### config.mk
export PLATFORM = sky130hd
export DESIGN_NAME = aocr_regs
export DESIGN_NICKNAME = d
export VERILOG_FILES = /design/src/logic/aocr_pkg.sv /design/src/logic/aocr_regs.sv
export SDC_FILE = /design/constraint.sdc
export NUM_CORES = 1
export LEC_CHECK = 0
export BUFFER_PORTS_ARGS = -buffer_cell sky130_fd_sc_hd__buf_2
export CORE_UTILIZATION = 50
export CTS_BUF_LIST = sky130_fd_sc_hd__clkbuf_2
export CTS_CLUSTER_SIZE = 14
export DETAILED_ROUTE_END_ITERATION = 12
export GPL_ROUTABILITY_DRIVEN = 1
export PLACE_DENSITY = 0.74
export SETUP_SLACK_MARGIN = 0.5
export SYNTH_ARGS = -nofsm -noshare
export SYNTH_HDL_FRONTEND = slang
export SYNTH_SLANG_ARGS = --single-unit
export TNS_END_PERCENT = 5
### constraint.sdc
create_clock -name i_core_clk -period 2.1 [get_ports i_core_clk]
set_clock_uncertainty 0.15 [all_clocks]
set_input_delay 0.42 -clock i_core_clk [delete_from_list [all_inputs] [get_ports i_core_clk]]
set_output_delay 0.42 -clock i_core_clk [all_outputs]
set_load 0.01 [all_outputs]
### src/logic/aocr_pkg.sv
// Package for the output and power configuration register bank.
// Assumes one core clock; register writes arrive as a plain strobe with address and data.
package aocr_pkg;

  // ==========================================================================
  // Register offsets
  localparam logic [8:0] ADDR_DEV_INDEX    = 9'h005;
  localparam logic [8:0] ADDR_POWER_MODE   = 9'h008;
  localparam logic [8:0] ADDR_CLK_DIV      = 9'h00b;
  localparam logic [8:0] ADDR_ENHANCE      = 9'h00c;
  localparam logic [8:0] ADDR_OUT_MODE     = 9'h014;
  localparam logic [8:0] ADDR_OUT_ADJUST   = 9'h015;
  localparam logic [8:0] ADDR_OUT_PHASE    = 9'h016;
  localparam logic [8:0] ADDR_SER_CTRL     = 9'h021;
  localparam logic [8:0] ADDR_TRANSFER     = 9'h0ff;
  localparam logic [8:0] ADDR_RES_OVERRIDE = 9'h100;
  localparam logic [8:0] ADDR_USER_IO_TWO  = 9'h101;
  localparam logic [8:0] ADDR_USER_IO_THREE = 9'h102;

  // ==========================================================================
  // Reset values
  localparam logic [7:0] RST_ZERO      = 8'h00;
  localparam logic [7:0] RST_OUT_MODE  = 8'h01;
  localparam logic [7:0] RST_OUT_PHASE = 8'h03;
  localparam logic [7:0] RST_SER_CTRL  = 8'h32;
  localparam logic [7:0] RST_DEV_INDEX = 8'h3f;

  // ==========================================================================
  // Field positions
  localparam int PM_PIN_FUNC_BIT = 5;
  localparam int CHOP_BIT        = 2;
  localparam int OM_IEEE_BIT     = 6;
  localparam int OM_INVERT_BIT   = 2;
  localparam int OM_TWOS_BIT     = 0;
  localparam int OA_TERM_HI      = 5;
  localparam int OA_TERM_LO      = 4;
  localparam int OA_DRIVE_BIT    = 0;
  localparam int PH_IN_HI        = 6;
  localparam int PH_IN_LO        = 4;
  localparam int PH_OUT_HI       = 3;
  localparam int PH_OUT_LO       = 0;
  localparam int SC_MODE_HI      = 6;
  localparam int SC_MODE_LO      = 4;
  localparam int SC_FRAME2_BIT   = 2;
  localparam int SC_BITS_HI      = 1;
  localparam int SC_BITS_LO      = 0;
  localparam int XFER_BIT        = 0;
  localparam int PULLDN_OFF_BIT  = 0;
  localparam int CMREF_PD_BIT    = 3;
  localparam int CLK_CHAN_HI     = 5;
  localparam int CLK_CHAN_LO     = 4;

  localparam logic [3:0] PH_OUT_MAX = 4'hb;
  localparam logic [1:0] BITS_12    = 2'h2;
  localparam logic [1:0] BITS_10    = 2'h3;

  // ==========================================================================
  // Power modes and serial modes
  typedef enum logic [1:0] {
    AOCR_PM_NORMAL  = 2'h0,
    AOCR_PM_PWRDN   = 2'h1,
    AOCR_PM_STANDBY = 2'h2,
    AOCR_PM_RESET   = 2'h3
  } aocr_pmode_t;

  typedef enum logic [2:0] {
    AOCR_SM_SDR_BIT  = 3'h0,
    AOCR_SM_SDR_BYTE = 3'h1,
    AOCR_SM_DDR_BIT  = 3'h2,
    AOCR_SM_DDR_BYTE = 3'h3,
    AOCR_SM_DDR_ONE  = 3'h4
  } aocr_smode_t;

  // Data clock multiplier in half units of the sample rate
  localparam logic [3:0] MULT_12_FAST = 4'h6;
  localparam logic [3:0] MULT_12_SLOW = 4'hc;
  localparam logic [3:0] MULT_10_FAST = 4'h5;
  localparam logic [3:0] MULT_10_SLOW = 4'ha;

  // ==========================================================================
  // Carriers
  typedef struct packed {
    logic       clk_gate;
    logic       dp_reset;
    logic       out_disable;
    logic       full_pwrdn;
    logic       chop_en;
    logic [7:0] rate_override;
  } aocr_core_ctl_t;

  typedef struct packed {
    logic       ieee_range;
    logic       invert;
    logic       twos_comp;
    logic [1:0] term_sel;
    logic       clk_drive_2x;
    logic [2:0] in_clk_phase;
    logic [3:0] dco_phase;
    logic [2:0] serial_mode;
    logic       frame_2x;
    logic [1:0] bits_sel;
    logic [3:0] dco_mult_half;
    logic       pulldown_off;
    logic       cmref_pd;
  } aocr_out_ctl_t;

endpackage

### src/logic/aocr_regs.sv
// Output and power configuration register bank of a quad converter.
// Assumes the serial control port has already been brought into the core
// clock domain and delivers one write strobe per byte with its address.
//
// Contract
// [RL1] Power pin enters full power-down if bit 5 set, standby otherwise.
// [RL2] Power mode 00 keeps every channel active.
// [RL3] Power mode 01 gates datapath clocks, resets datapath, disables outputs.
// [RL4] Power mode 10 gates datapath clocks and outputs without reset.
// [RL5] Power mode 11 resets datapath and outputs, not the control port.
// [RL6] Control port registers reset only by power-on reset.
// [RL7] Enhancement bit 2 enables first-stage chopping.
// [RL8] Output mode bit 6 selects reduced-range option, default standard option.
// [RL9] Output mode bit 2 inverts every serialized output bit.
// [RL10] Output mode bit 0 defaults set for twos complement, clear gives offset binary.
// [RL11] Output adjust bits 5:4 select driver termination.
// [RL12] Output adjust bit 0 doubles frame and data clock drive on selected clocks.
// [RL13] Termination selection overrides double drive.
// [RL14] Output phase bits 6:4 delay sampling 0 to 7 input clocks.
// [RL15] Host keeps input clock phase at most the divider value.
// [RL16] Output phase bits 3:0 shift data clock in 60 degree steps, reset 0011.
// [RL17] Serial mode field selects lane mode; register resets to 0x32.
// [RL18] Data clock multiplier follows resolution and lane mode.
// [RL19] Serial control bit 2 selects double framing; low field selects 12 or 10 bits.
// [RL20] Override register applies only when transfer bit 0 is set.
// [RL21] User I/O two bit 0 disables the data pin pull-down.
// [RL22] User I/O three bit 3 powers down the common mode generator.
// [RL23] All other registers take effect immediately on write.
// [RL24] Device index low four bits select channels for per-channel writes.
// [RL25] Host issues digital reset after an unstable power-up clock.
// [RL26] Port-domain values are registered into the sample domain before use.
`timescale 1ns/1ns

module aocr_regs
  import aocr_pkg::*;
#(
  parameter int NUM_CH = 4
) (
  input  wire logic                 i_core_clk,
  input  wire logic                 i_rst,
  input  wire logic                 i_wr_en,
  input  wire logic [8:0]           i_wr_addr,
  input  wire logic [7:0]           i_wr_data,
  input  wire logic [8:0]           i_rd_addr,
  input  wire logic                 i_power_down_pin,
  output logic      [7:0]           o_rd_data,
  output aocr_core_ctl_t            o_core_ctl,
  output aocr_out_ctl_t [NUM_CH-1:0] o_ch_ctl,
  output logic      [1:0]           o_clk_drive_2x
);

  if (NUM_CH != 4) begin : g_num_ch_check
    $error("aocr_regs supports four channels only");
  end

  // ==========================================================================
  // Shared decode
  function automatic logic [3:0] dco_mult(input logic [1:0] bits, input logic [2:0] mode);
    logic fast;
    fast = (mode == AOCR_SM_DDR_BIT) || (mode == AOCR_SM_DDR_BYTE);
    if (bits == BITS_10) begin
      dco_mult = fast ? MULT_10_FAST : MULT_10_SLOW;
    end else begin
      dco_mult = fast ? MULT_12_FAST : MULT_12_SLOW;
    end
  endfunction

  // ==========================================================================
  // Global registers
  logic [7:0] dev_index_q;
  logic [7:0] power_mode_q;
  logic [7:0] clk_div_q;
  logic [7:0] enhance_q;
  logic [7:0] ser_ctrl_q;
  logic [7:0] res_shadow_q;
  logic [7:0] res_active_q;
  logic [7:0] user_io_two_q;
  logic [7:0] user_io_three_q;
  logic [7:0] out_mode_q   [NUM_CH];
  logic [7:0] out_adjust_q [NUM_CH];
  logic [7:0] out_phase_q  [NUM_CH];
  logic [1:0] clk_adjust_q [2];

  // Only i_rst (power-on) resets these; power modes never touch them
  always_ff @(posedge i_core_clk) begin // RL6
    if (i_rst) begin
      dev_index_q     <= RST_DEV_INDEX;
      power_mode_q    <= RST_ZERO;
      clk_div_q       <= RST_ZERO;
      enhance_q       <= RST_ZERO;
      ser_ctrl_q      <= RST_SER_CTRL; // RL17
      user_io_two_q   <= RST_ZERO;
      user_io_three_q <= RST_ZERO;
      res_shadow_q    <= RST_ZERO;
    end else if (i_wr_en) begin // RL23
      if (i_wr_addr == ADDR_DEV_INDEX) begin
        dev_index_q <= i_wr_data;
      end else if (i_wr_addr == ADDR_POWER_MODE) begin
        power_mode_q <= i_wr_data;
      end else if (i_wr_addr == ADDR_CLK_DIV) begin
        clk_div_q <= i_wr_data;
      end else if (i_wr_addr == ADDR_ENHANCE) begin
        enhance_q <= i_wr_data;
      end else if (i_wr_addr == ADDR_SER_CTRL) begin
        ser_ctrl_q <= i_wr_data;
      end else if (i_wr_addr == ADDR_RES_OVERRIDE) begin
        res_shadow_q <= i_wr_data;
      end else if (i_wr_addr == ADDR_USER_IO_TWO) begin
        user_io_two_q <= i_wr_data;
      end else if (i_wr_addr == ADDR_USER_IO_THREE) begin
        user_io_three_q <= i_wr_data;
      end
    end
  end

  // ==========================================================================
  // Override applied on transfer
  always_ff @(posedge i_core_clk) begin
    if (i_rst) begin
      res_active_q <= RST_ZERO;
    end else if (i_wr_en && i_wr_addr == ADDR_TRANSFER && i_wr_data[XFER_BIT]) begin
      res_active_q <= res_shadow_q; // RL20
    end
  end

  // ==========================================================================
  // Per-channel registers, steered by the device index
  always_ff @(posedge i_core_clk) begin
    if (i_rst) begin
      for (int c = 0; c < NUM_CH; c++) begin
        out_mode_q[c]   <= RST_OUT_MODE; // RL10
        out_adjust_q[c] <= RST_ZERO;
        out_phase_q[c]  <= RST_OUT_PHASE; // RL16
      end
    end else if (i_wr_en) begin
      for (int c = 0; c < NUM_CH; c++) begin
        if (dev_index_q[c]) begin // RL24
          if (i_wr_addr == ADDR_OUT_MODE) begin
            out_mode_q[c] <= i_wr_data;
          end else if (i_wr_addr == ADDR_OUT_ADJUST) begin
            out_adjust_q[c] <= i_wr_data;
          end else if (i_wr_addr == ADDR_OUT_PHASE) begin
            out_phase_q[c] <= i_wr_data;
          end
        end
      end
    end
  end

  // Clock output drive settings, steered by the clock channel bits
  always_ff @(posedge i_core_clk) begin
    if (i_rst) begin
      clk_adjust_q[0] <= 2'h0;
      clk_adjust_q[1] <= 2'h0;
    end else if (i_wr_en && i_wr_addr == ADDR_OUT_ADJUST) begin
      for (int k = 0; k < 2; k++) begin
        if (dev_index_q[CLK_CHAN_LO+k]) begin // RL12
          clk_adjust_q[k] <= {|i_wr_data[OA_TERM_HI:OA_TERM_LO], i_wr_data[OA_DRIVE_BIT]};
        end
      end
    end
  end

  // ==========================================================================
  // Readback of channel 0 view and global state
  always_comb begin
    o_rd_data = RST_ZERO;
    if (i_rd_addr == ADDR_DEV_INDEX) begin
      o_rd_data = dev_index_q;
    end else if (i_rd_addr == ADDR_POWER_MODE) begin
      o_rd_data = power_mode_q;
    end else if (i_rd_addr == ADDR_CLK_DIV) begin
      o_rd_data = clk_div_q;
    end else if (i_rd_addr == ADDR_ENHANCE) begin
      o_rd_data = enhance_q;
    end else if (i_rd_addr == ADDR_OUT_MODE) begin
      o_rd_data = out_mode_q[0];
    end else if (i_rd_addr == ADDR_OUT_ADJUST) begin
      o_rd_data = out_adjust_q[0];
    end else if (i_rd_addr == ADDR_OUT_PHASE) begin
      o_rd_data = out_phase_q[0];
    end else if (i_rd_addr == ADDR_SER_CTRL) begin
      o_rd_data = ser_ctrl_q;
    end else if (i_rd_addr == ADDR_RES_OVERRIDE) begin
      o_rd_data = res_shadow_q;
    end else if (i_rd_addr == ADDR_USER_IO_TWO) begin
      o_rd_data = user_io_two_q;
    end else if (i_rd_addr == ADDR_USER_IO_THREE) begin
      o_rd_data = user_io_three_q;
    end
  end

  // ==========================================================================
  // Power control, registered into the datapath domain
  aocr_core_ctl_t core_d;

  always_comb begin
    core_d               = '0;
    core_d.chop_en       = enhance_q[CHOP_BIT]; // RL7
    core_d.rate_override = res_active_q;
    if (i_power_down_pin) begin
      if (power_mode_q[PM_PIN_FUNC_BIT]) begin // RL1
        core_d.clk_gate    = 1'b1;
        core_d.dp_reset    = 1'b1;
        core_d.out_disable = 1'b1;
        core_d.full_pwrdn  = 1'b1;
      end else begin
        core_d.clk_gate    = 1'b1;
        core_d.out_disable = 1'b1;
      end
    end else begin
      case (aocr_pmode_t'(power_mode_q[1:0]))
        AOCR_PM_NORMAL: begin
          core_d.clk_gate = 1'b0; // RL2
        end
        AOCR_PM_PWRDN: begin
          core_d.clk_gate    = 1'b1; // RL3
          core_d.dp_reset    = 1'b1;
          core_d.out_disable = 1'b1;
          core_d.full_pwrdn  = 1'b1;
        end
        AOCR_PM_STANDBY: begin
          core_d.clk_gate    = 1'b1; // RL4
          core_d.out_disable = 1'b1;
        end
        AOCR_PM_RESET: begin
          core_d.dp_reset    = 1'b1; // RL5
          core_d.out_disable = 1'b1;
        end
        default: begin
          core_d.clk_gate = 1'b0;
        end
      endcase
    end
  end

  always_ff @(posedge i_core_clk) begin
    if (i_rst) begin
      o_core_ctl <= '0;
    end else begin
      o_core_ctl <= core_d; // RL26
    end
  end

  // ==========================================================================
  // Per-channel output control, registered
  aocr_out_ctl_t [NUM_CH-1:0] ch_d;

  always_comb begin
    for (int c = 0; c < NUM_CH; c++) begin
      ch_d[c]               = '0;
      ch_d[c].ieee_range    = out_mode_q[c][OM_IEEE_BIT]; // RL8
      ch_d[c].invert        = out_mode_q[c][OM_INVERT_BIT]; // RL9
      ch_d[c].twos_comp     = out_mode_q[c][OM_TWOS_BIT]; // RL10
      ch_d[c].term_sel      = out_adjust_q[c][OA_TERM_HI:OA_TERM_LO]; // RL11
      ch_d[c].clk_drive_2x  = out_adjust_q[c][OA_DRIVE_BIT] &&
                              (out_adjust_q[c][OA_TERM_HI:OA_TERM_LO] == 2'h0); // RL13
      // Host keeps this at or below the divider setting
      ch_d[c].in_clk_phase  = out_phase_q[c][PH_IN_HI:PH_IN_LO]; // RL14 RL15
      ch_d[c].dco_phase     = (out_phase_q[c][PH_OUT_HI:PH_OUT_LO] > PH_OUT_MAX) ?
                              PH_OUT_MAX : out_phase_q[c][PH_OUT_HI:PH_OUT_LO]; // RL16
      ch_d[c].serial_mode   = ser_ctrl_q[SC_MODE_HI:SC_MODE_LO]; // RL17
      ch_d[c].frame_2x      = ser_ctrl_q[SC_FRAME2_BIT]; // RL19
      ch_d[c].bits_sel      = ser_ctrl_q[SC_BITS_HI:SC_BITS_LO]; // RL19
      ch_d[c].dco_mult_half = dco_mult(ser_ctrl_q[SC_BITS_HI:SC_BITS_LO],
                                       ser_ctrl_q[SC_MODE_HI:SC_MODE_LO]); // RL18
      ch_d[c].pulldown_off  = user_io_two_q[PULLDN_OFF_BIT]; // RL21
      ch_d[c].cmref_pd      = user_io_three_q[CMREF_PD_BIT]; // RL22
    end
  end

  always_ff @(posedge i_core_clk) begin
    if (i_rst) begin
      o_ch_ctl       <= '0;
      o_clk_drive_2x <= 2'h0;
    end else begin
      o_ch_ctl <= ch_d; // RL26
      for (int k = 0; k < 2; k++) begin
        o_clk_drive_2x[k] <= clk_adjust_q[k][0] && !clk_adjust_q[k][1]; // RL12 RL13
      end
    end
  end

endmodule

**Yosys cells after proc, flatten, opt, wreduce, memory -nomap -nowiden**

Memory sizes are Yosys's and may differ from the RTL's. A register that Yosys moved wholly into a read port is not among the register bits.
Cells that the tools add are included.

- $lt $le $gt $ge: 4
- Shift-type cells: 0
- Multiply operators: 0
- Divide/modulo/power cells: 0
- Eq/ne operators: 29
- Reductions and logical operators: 32
- Add/sub/neg operators: 0
- Bitwise logic cells: 21
- Mux-type cells: 102

Operator list:

| operator | count |
|---|---|
| 8-bit two-way mux | 23 |
| 1-bit two-way mux | 69 |
| 9-bit by 4-bit == test with 1-bit output (second input constant) | 6 |
| 9-bit by 5-bit == test with 1-bit output (second input constant) | 6 |
| 9-bit == test (second input constant) | 6 |
| 4-bit two-way mux | 8 |
| 9-bit by 3-bit == test with 1-bit output (second input constant) | 2 |
| 9-bit by 6-bit == test with 1-bit output (second input constant) | 2 |
| 4-bit greater-than comparator (second input constant) | 4 |
| 1-bit bitwise OR | 14 |
| 2-bit OR reduction | 7 |
| 9-bit by 8-bit == test with 1-bit output (second input constant) | 1 |
| 1-bit logical AND | 9 |
| 9-bit AND reduction | 1 |
| 2-bit zero test | 4 |
| 8-bit AND reduction | 1 |
| 1-bit NOT | 7 |
| 7-bit AND reduction | 1 |
| 2-bit == test (second input constant) | 3 |
| 3-bit by 2-bit == test with 1-bit output (second input constant) | 2 |
| 6-bit AND reduction | 1 |
| 5-bit AND reduction | 1 |
| 2-bit two-way mux | 2 |
| 4-bit AND reduction | 1 |
| 6 further kinds | 7 |

- Bits in writable memories: 100
- Word-level logic and storage cells: 237
- Latch bits: 0
- Memories kept: 4
- Output and inout bits: 123
- Bits in registers: 142
- ROM bits: 0

Memory list:

| name | depth | bits a word | read ports | clocked after Yosys merged registers in | wr ports | line | source |
|---|---|---|---|---|---|---|---|
| out_adjust_q | 4 | 8 | 4 | 0 | 4 | aocr_regs.sv:80 | `logic [7:0] out_adjust_q [NUM_CH];` |
| out_mode_q | 4 | 8 | 4 | 3 | 4 | aocr_regs.sv:79 | `logic [7:0] out_mode_q [NUM_CH];` |
| out_phase_q | 4 | 8 | 4 | 0 | 4 | aocr_regs.sv:81 | `logic [7:0] out_phase_q [NUM_CH];` |
| clk_adjust_q | 2 | 2 | 2 | 0 | 2 | aocr_regs.sv:82 | `logic [1:0] clk_adjust_q [2];` |

**Longest topological paths before layout**

Gate-level depths: netlist of the first run.

- Depth in word-level cells: 12
- Gate-level depth with buffers: 7

**Worst setup path after synthesis of the first run**

OpenSTA, ideal clock, no wires.

- Path kind: input port to output port
- Start: input i_rd_addr[7]
- End: output o_rd_data[2]
- Stages on the path: 6
- Data arrival time: 1.860 ns
- Path slack: -0.330 ns
- Cells stage by stage: nor4_1 -> and4_1 -> clkbuf_1 -> nand2_1 -> and3_1 -> o21ai_0

- Word-level cells in the longest chain between the ends: 12
- Elaborated cells between the ends (all ways): 22

RTL lines:

| item | line | source |
|---|---|---|
| start, declared | aocr_regs.sv:44 | `input wire logic [8:0] i_rd_addr,` |
| 9-bit == test | aocr_regs.sv:188 | `end else if (i_rd_addr == ADDR_USER_IO_THREE) begin` |
| 8-bit two-way mux | aocr_regs.sv:188 |  |
| 8-bit two-way mux | aocr_regs.sv:186 | `end else if (i_rd_addr == ADDR_USER_IO_TWO) begin` |
| 8-bit two-way mux | aocr_regs.sv:184 | `end else if (i_rd_addr == ADDR_RES_OVERRIDE) begin` |
| 8-bit two-way mux | aocr_regs.sv:182 | `end else if (i_rd_addr == ADDR_SER_CTRL) begin` |
| 8-bit two-way mux | aocr_regs.sv:180 | `end else if (i_rd_addr == ADDR_OUT_PHASE) begin` |
| 8-bit two-way mux | aocr_regs.sv:178 | `end else if (i_rd_addr == ADDR_OUT_ADJUST) begin` |
| 8-bit two-way mux | aocr_regs.sv:176 | `end else if (i_rd_addr == ADDR_OUT_MODE) begin` |
| 8-bit two-way mux | aocr_regs.sv:174 | `end else if (i_rd_addr == ADDR_ENHANCE) begin` |
| 8-bit two-way mux | aocr_regs.sv:172 | `end else if (i_rd_addr == ADDR_CLK_DIV) begin` |
| 8-bit two-way mux | aocr_regs.sv:170 | `end else if (i_rd_addr == ADDR_POWER_MODE) begin` |
| 8-bit two-way mux (*) | aocr_regs.sv:168 | `if (i_rd_addr == ADDR_DEV_INDEX) begin` |
| end, declared | aocr_regs.sv:46 | `output logic [7:0] o_rd_data,` |

Mark *: on every way between the ends. The rest lies on a longest branch, timed or not.

==> results of run 1 <==
metal layers:
layer	vias to the layer above	GRT usage
met2	353	0.420
met5	-	0
met1	3338	0.341
met3	50	0.0578
li1	3327	-
met4	0	0.0918
cell families after synthesis:
kind of cell | count (synthesis) | synth area share
mux | 71 | 0.0814
simple gates | 332 | 0.202
buf+inv | 96 | 0.0575
fa+ha+maj | 4 | 0.00569
flops | 218 | 0.572
compound gates | 106 | 0.0807
registers in the layout, indices dropped and copies added (netlist names):
name,flops
res_shadow_q,8
out_phase_q,29
out_mode_q,17
out_adjust_q,17
enhance_q,8
power_mode_q,8
res_active_q,8
dev_index_q,8
clk_div_q,8
o_clk_drive_2x,2
o_core_ctl,13
clk_adjust_q,4
user_io_two_q,8
o_ch_ctl,64
user_io_three_q,8
ser_ctrl_q,8
cells in the final DEF, fill, tap and decap left out, types with 5 or more instances in the layout:
cell | netlist | final
a211o_1 | 9 | 9
a21o_1 | 14 | 13
a21oi_1 | 33 | 30
a22oi_1 | 6 | 6
and2_1 | 21 | 21
and3_1 | 38 | 37
buf_12 | 0 | 6
buf_2 | 2 | 77
buf_4 | 36 | 69
buf_6 | 1 | 77
clkbuf_2 | 0 | 81
clkinv_1 | 0 | 13
dfxtp_1 | 151 | 110
dfxtp_2 | 0 | 28
dfxtp_4 | 0 | 13
dlygate4sd3_1 | 0 | 16
edfxtp_1 | 67 | 67
inv_1 | 11 | 11
mux2i_1 | 67 | 66
nand2_1 | 32 | 31
nand2b_1 | 10 | 9
nand3_1 | 18 | 17
nor2_1 | 104 | 101
nor2b_1 | 60 | 57
nor3_1 | 11 | 10
nor3b_1 | 9 | 9
o21ai_2 | 0 | 8
o22ai_1 | 7 | 7
o2bb2ai_1 | 6 | 5
worst max-delay path: stages (launching register included):
cell       delay, ns
edfxtp_1        0.42
mux2i_1         0.15
nor2_1          0.07
o21ai_2         0.16
o2111ai_2       0.14
a22o_1          0.22
buf_2           0.13
final cells by class:
cell class | instances | share of cell area
Clock buffer | 81 | 0.0355
Multi-Input combinational cell | 513 | 0.297
Timing Repair Buffer | 247 | 0.181
Tap cell | 225 | 0.0246
Clock inverter | 17 | 0.0107
Sequential cell | 218 | 0.448
Inverter | 11 | 0.00361
where the power goes:
| part | total [mW] | internal [mW] | switching, mW |
|---|---|---|---|
| registers | 4.44 | 4.40 | 0.0426 |
| clock network | 2.97 | 1.28 | 1.69 |
| logic | 0.574 | 0.252 | 0.322 |
what timing repair did:
| item | CTS | global route |
|---|---|---|
| setup buffers | 2 | 1 |
| endpoints found under the setup margin | 123 | 171 |
| hold endpoints to repair | 171 | 2 |
| gates resized for setup | 102 | 51 |
| pin swaps | 12 | 9 |
how the worst max path moves through the flow:
| stage | from | endpoint | slack (ns) |
|---|---|---|---|
| 2_1_floorplan | i_wr_addr[5] | power_mode_q[4]$_SDFFE_PP0P_ | 0.05 |
| 3_3_place_gp | i_rd_addr[0] | o_rd_data[6] | -0.34 |
| 5_1_grt | out_mode_q[0][6]$_SDFFCE_PN0P_ | o_rd_data[6] | -0.69 |
| 4_1_cts | out_adjust_q[0][6]$_SDFFCE_PN0P_ | o_rd_data[6] | -0.61 |
| 6_report | out_mode_q[0][6]$_SDFFCE_PN0P_ | o_rd_data[6] | -0.56 |
| 3_5_place_dp | i_rd_addr[0] | o_rd_data[6] | -0.35 |
cells in the mapped netlist (4+ instances only):
library cell / instances / area [um^2]
inv_1: 11 / 41.3
nor3_1: 11 / 55.1
nor2_1: 104 / 390
a211o_1: 9 / 78.8
nand2_1: 32 / 120
dfxtp_1: 151 / 3020
and2_1: 21 / 131
nand3_1: 18 / 90.1
nand2b_1: 10 / 62.6
o2bb2ai_1: 6 / 52.6
edfxtp_1: 67 / 2010
and3_1: 38 / 238
a21o_1: 14 / 105
nor2b_1: 60 / 375
nor3b_1: 9 / 67.6
buf_4: 36 / 270
nor4b_1: 4 / 35.0
o21ai_0: 14 / 70.1
nor4_1: 4 / 25.0
mux2i_1: 67 / 671
a22oi_1: 6 / 45.0
o22ai_1: 7 / 43.8
clkbuf_1: 41 / 154
ha_1: 4 / 50.1
a21oi_1: 33 / 165
mux2_2: 4 / 45.0
buf_1: 5 / 18.8
through the flow:
step	worst slack (ns)	area [um^2]	hold slack, ns
2_1_floorplan	0.0532	8900	0.239
3_3_place_gp	-0.342	10100	0.245
3_5_place_dp	-0.352	10100	0.250
4_1_cts	-0.610	11300	0.0652
5_1_grt	-0.688	11400	-0.0103
6_report	-0.560	11400	0.0216
==> impl_metrics.tcl, run 1 <==
set metrics [dict create \
    worstMarginPinSlew_ns 0.488 \
    holdPathEnd "res_shadow_q[7]$_SDFFE_PP0P_" \
    rsz0062_at_grt "true" \
    max-clock-path-buffers 3 \
    grt_pass1_vias 6579 \
    p_leak_nw 5.22 \
    register_area_mm2 0.00512 \
    clk_pin_slew_ns 0.12 \
    ant_nets 0 \
    finalNonFillerCells 1312 \
    vdd_drop_max_mv 0.379 \
    synth_cells 827 \
    outcome "finished, violations left" \
    grt-ovfl-total 0 \
    critPathRequiredTime_ns 1.53 \
    die_y_um 135 \
    clock-sinks 218 \
    port_buffers 152 \
    viasPerCell 5.39 \
    dieArea_mm2 0.0181 \
    antenna_found_initial 0 \
    multi_input_area_mm2 0.00340 \
    nNetsFinal 1078 \
    htreeDepth 2 \
    worstHoldStart "i_wr_en" \
    finalCritPeriodShare 1.27 \
    synthFlopType "dfxtp_1" \
    ys_types 52 \
    route.met3.wl_mm 1.93 \
    hpwl_mm 15.8 \
    initial_utilization 0.510 \
    antenna_cells 0 \
    placed_cells 1195 \
    synth_edf_count 67 \
    path_class "reg2out" \
    core_mm2 0.0172 \
    routed.top_layer "met4" \
    fin_tns_setup_ns -3.93 \
    grt_usage 0.259 \
    synthToLayoutAreaGrowth_pct 30.0 \
    first_pass_iters 5 \
    synth_warnings 0 \
    wl_per_cell_um 17.9 \
    wl_met2_mm 11.2 \
    drt_iter0_drc 418 \
    violations "negative setup slack" \
    cts_hold_buf 16 \
    worst_slack_ns -0.560 \
    min_period_ns 2.66 \
    p_per_area_mw_per_mm2 698 \
    dieWidth_um 135 \
    maxCapViolCount 0 \
    max-slew-margin-rel 0.675 \
    cts_made_buffers 53 \
    min_path_type "in2reg" \
    arrival_ns 2.09 \
    synth-seq-cells 218 \
    worst_setup_path_start_kind "flop" \
    drc_errors 0 \
    worstReg2RegStart "dev_index_q[3]$_SDFFE_PP1P_" \
    syn_nets 861 \
    cp-end-kind "output pin" \
    syn_avg_cell_area_um2 10.6 \
    wl_met1_mm 9.90 \
    power_mw 7.99 \
    fill_cells 1328 \
    fmax_ghz 0.376 \
    vias 7068 \
    clockRootBuffer "clkbuf_2" \
    cts_tree "done" \
    path_max_fanout 2 \
    grt_pass1_wl_mm 35.8 \
    setup_violations 8 \
    ff2ff_path_depth 2 \
    regToRegSetupSlack_ns 0.65 \
    ys_seq_area_frac 0.572 \
    rr_endpoint "out_phase_q[3][4]$_SDFFCE_PN0P_" \
    maxSlewViolCount 0 \
    grt_max_degree 81 \
    gp_congestion 0.972 \
    ios 153 \
    final_util 0.663 \
    hold-path-cell-count 5 \
    clk_latency_ns 0.82 \
    drive_gt1_frac 0.366 \
    finalHoldViolations 0 \
    netlist_area_mm2 0.00880 \
    synth-async-reset-ratio 0 \
    num_rows 48 \
    finalWirelength_mm 23.5 \
]
Power figures use the tool's default switching activity.
==> run 2, diff against run 1 <==
- CORE_UTILIZATION: 50 -> 45
- PLACE_DENSITY: 0.74 -> 0.68
- SKIP_CTS_REPAIR_TIMING: default -> 1
==> run 2 against run 1 <==
- the flow still finishes with violations (negative setup slack)
- routed wire length shrank 0.94%
- sequential share of layout area rose by 0.71 points
- first-iteration DRC count grew 14%
- largest power group unchanged
- worst hold slack improved by 0.063 ns
- via count down 3.7%
- register-to-register slack worse by 0.07 ns
- critical endpoint unchanged
- non-clock buffer count fell by 13
- die area rose by 11%
- highest routed layer unchanged
- flip-flop and latch count did not move
- cell count grew 1.5%
- largest cell class unchanged
- clock power decreased by 8.8%
==> impl_metrics.tcl, run 2 (synthesized netlist as in run 1, its figures left out) <==
set metrics [dict create \
    max-clock-path-buffers 3 \
    max-slew-margin-rel 0.538 \
    maxSlewViolCount 0 \
    holdPathEnd "res_shadow_q[7]$_SDFFE_PP0P_" \
    finalCritPeriodShare 1.32 \
    core_mm2 0.0190 \
    min_period_ns 2.77 \
    p_per_area_mw_per_mm2 686 \
    worst_slack_ns -0.669 \
    violations "negative setup slack" \
    largest_reg_flops 64 \
    cts_tree "done" \
    min_path_type "in2reg" \
    finalHoldViolations 0 \
    wl_per_cell_um 17.5 \
    outcome "finished, violations left" \
    power_mw 7.71 \
    clk_latency_ns 0.86 \
    ios 153 \
    worstHoldStart "i_wr_en" \
    viasPerCell 5.11 \
    vias 6810 \
    finalWirelength_mm 23.3 \
    grt_pass1_vias 6436 \
    top_register "o_ch_ctl" \
    drt_iter0_drc 476 \
    drc_errors 0 \
    hpwl_mm 15.8 \
    die_y_um 142 \
    nNetsFinal 1065 \
    gp_congestion 0.908 \
    holdWs_ns 0.0849 \
    clockRootBuffer "clkbuf_2" \
    path_class "reg2out" \
    rsz0062_at_grt "true" \
    ant_nets 0 \
    first_pass_iters 5 \
    ff2ff_path_depth 3 \
    reg_top3 "o_ch_ctl (64), out_phase_q (29)" \
    port_buffers 152 \
    p_leak_nw 5.12 \
    clock-sinks 218 \
    hold-path-cell-count 5 \
    drive_gt1_frac 0.350 \
    path_max_fanout 2 \
    synthToLayoutAreaGrowth_pct 27.8 \
    arrival_ns 2.20 \
    setup_violations 8 \
    cts_made_buffers 53 \
    dieArea_mm2 0.0201 \
    grt-ovfl-total 0 \
    initial_utilization 0.464 \
    grt_usage 0.227 \
    regToRegSetupSlack_ns 0.58 \
    fmax_ghz 0.361 \
    worst_setup_path_start_kind "flop" \
    rr_endpoint "out_mode_q[0][0]$_SDFFCE_PN1P_" \
    cp-end-kind "output pin" \
    critPathRequiredTime_ns 1.53 \
    final_common_cell "dfxtp_1" \
    final_cell_mix "dfxtp_1 (114), nor2_1 (103), buf_2 (82)" \
    worstReg2RegStart "dev_index_q[0]$_SDFFE_PP1P_" \
    num_rows 50 \
    antenna_found_initial 1 \
    placed_cell_area_mm2 0.0101 \
    vdd_drop_max_mv 0.410 \
    finalInstanceArea_mm2 0.0112 \
    place_ws_ns -0.390 \
    clk_pin_slew_ns 0.12 \
    grt_max_degree 67 \
    grt_pass1_wl_mm 34.8 \
    maxCapViolCount 0 \
    htreeDepth 2 \
    worstMarginPinSlew_ns 0.693 \
    dieWidth_um 142 \
]
[run 2: per-layer routing]
metal  global-route usage  part of all wire  vias to the layer above
met2                0.355              0.47                      276
met1                0.295              0.43                     3197
li1                     -                 -                     3289
met5                    0                 0                        -
met4               0.0979             0.026                        0
met3               0.0634             0.073                       48
[run 2: worst max-delay path: stages (launching register included)]
cell,delay [ns]
edfxtp_1,0.43
mux2i_1,0.14
nor2_1,0.06
o21ai_1,0.12
buf_4,0.14
o2111ai_4,0.10
a22o_1,0.23
buf_2,0.14
[run 2: area by class of cell]
class | instances | area, um^2
Clock buffer | 79 | 395
Multi-Input combinational cell | 513 | 3380
Tap cell | 260 | 325
Clock inverter | 16 | 76.3
Antenna cell | 1 | 2.50
Sequential cell | 218 | 5110
Timing Repair Buffer | 234 | 1900
Fill cell | 1639 | 7720
Inverter | 11 | 41.3
[run 2: where the power goes]
| part | total, mW | internal [mW] | switching (mW) |
|---|---|---|---|
| Clock | 2.71 | 1.02 | 1.69 |
| Combinational | 0.552 | 0.234 | 0.317 |
| Sequential | 4.44 | 4.40 | 0.0423 |
| Total | 7.71 | 5.65 | 2.05 |
[run 2: how the worst max path moves through the flow]
stage / cells past startpoint / from / to
floorplan: 5 / i_wr_addr[5] / power_mode_q[4]$_SDFFE_PP0P_
global placement: 7 / i_rd_addr[2] / o_rd_data[6]
detailed placement: 7 / i_rd_addr[2] / o_rd_data[6]
CTS: 7 / out_mode_q[0][6]$_SDFFCE_PN0P_ / o_rd_data[6]
global route: 7 / out_mode_q[0][6]$_SDFFCE_PN0P_ / o_rd_data[6]
finish: 7 / out_mode_q[0][6]$_SDFFCE_PN0P_ / o_rd_data[6]
[run 2: per-stage QoR]
step | utilization | std cells | setup TNS [ns]
after global placement | 0.532 | 1222 | -10.40
final | 0.593 | 1332 | -4.44
after floorplan | - | 827 | 0
after CTS | 0.557 | 1317 | -5.24
after detailed placement | 0.532 | 1222 | -12.88
after global routing | 0.593 | 1332 | -5.76
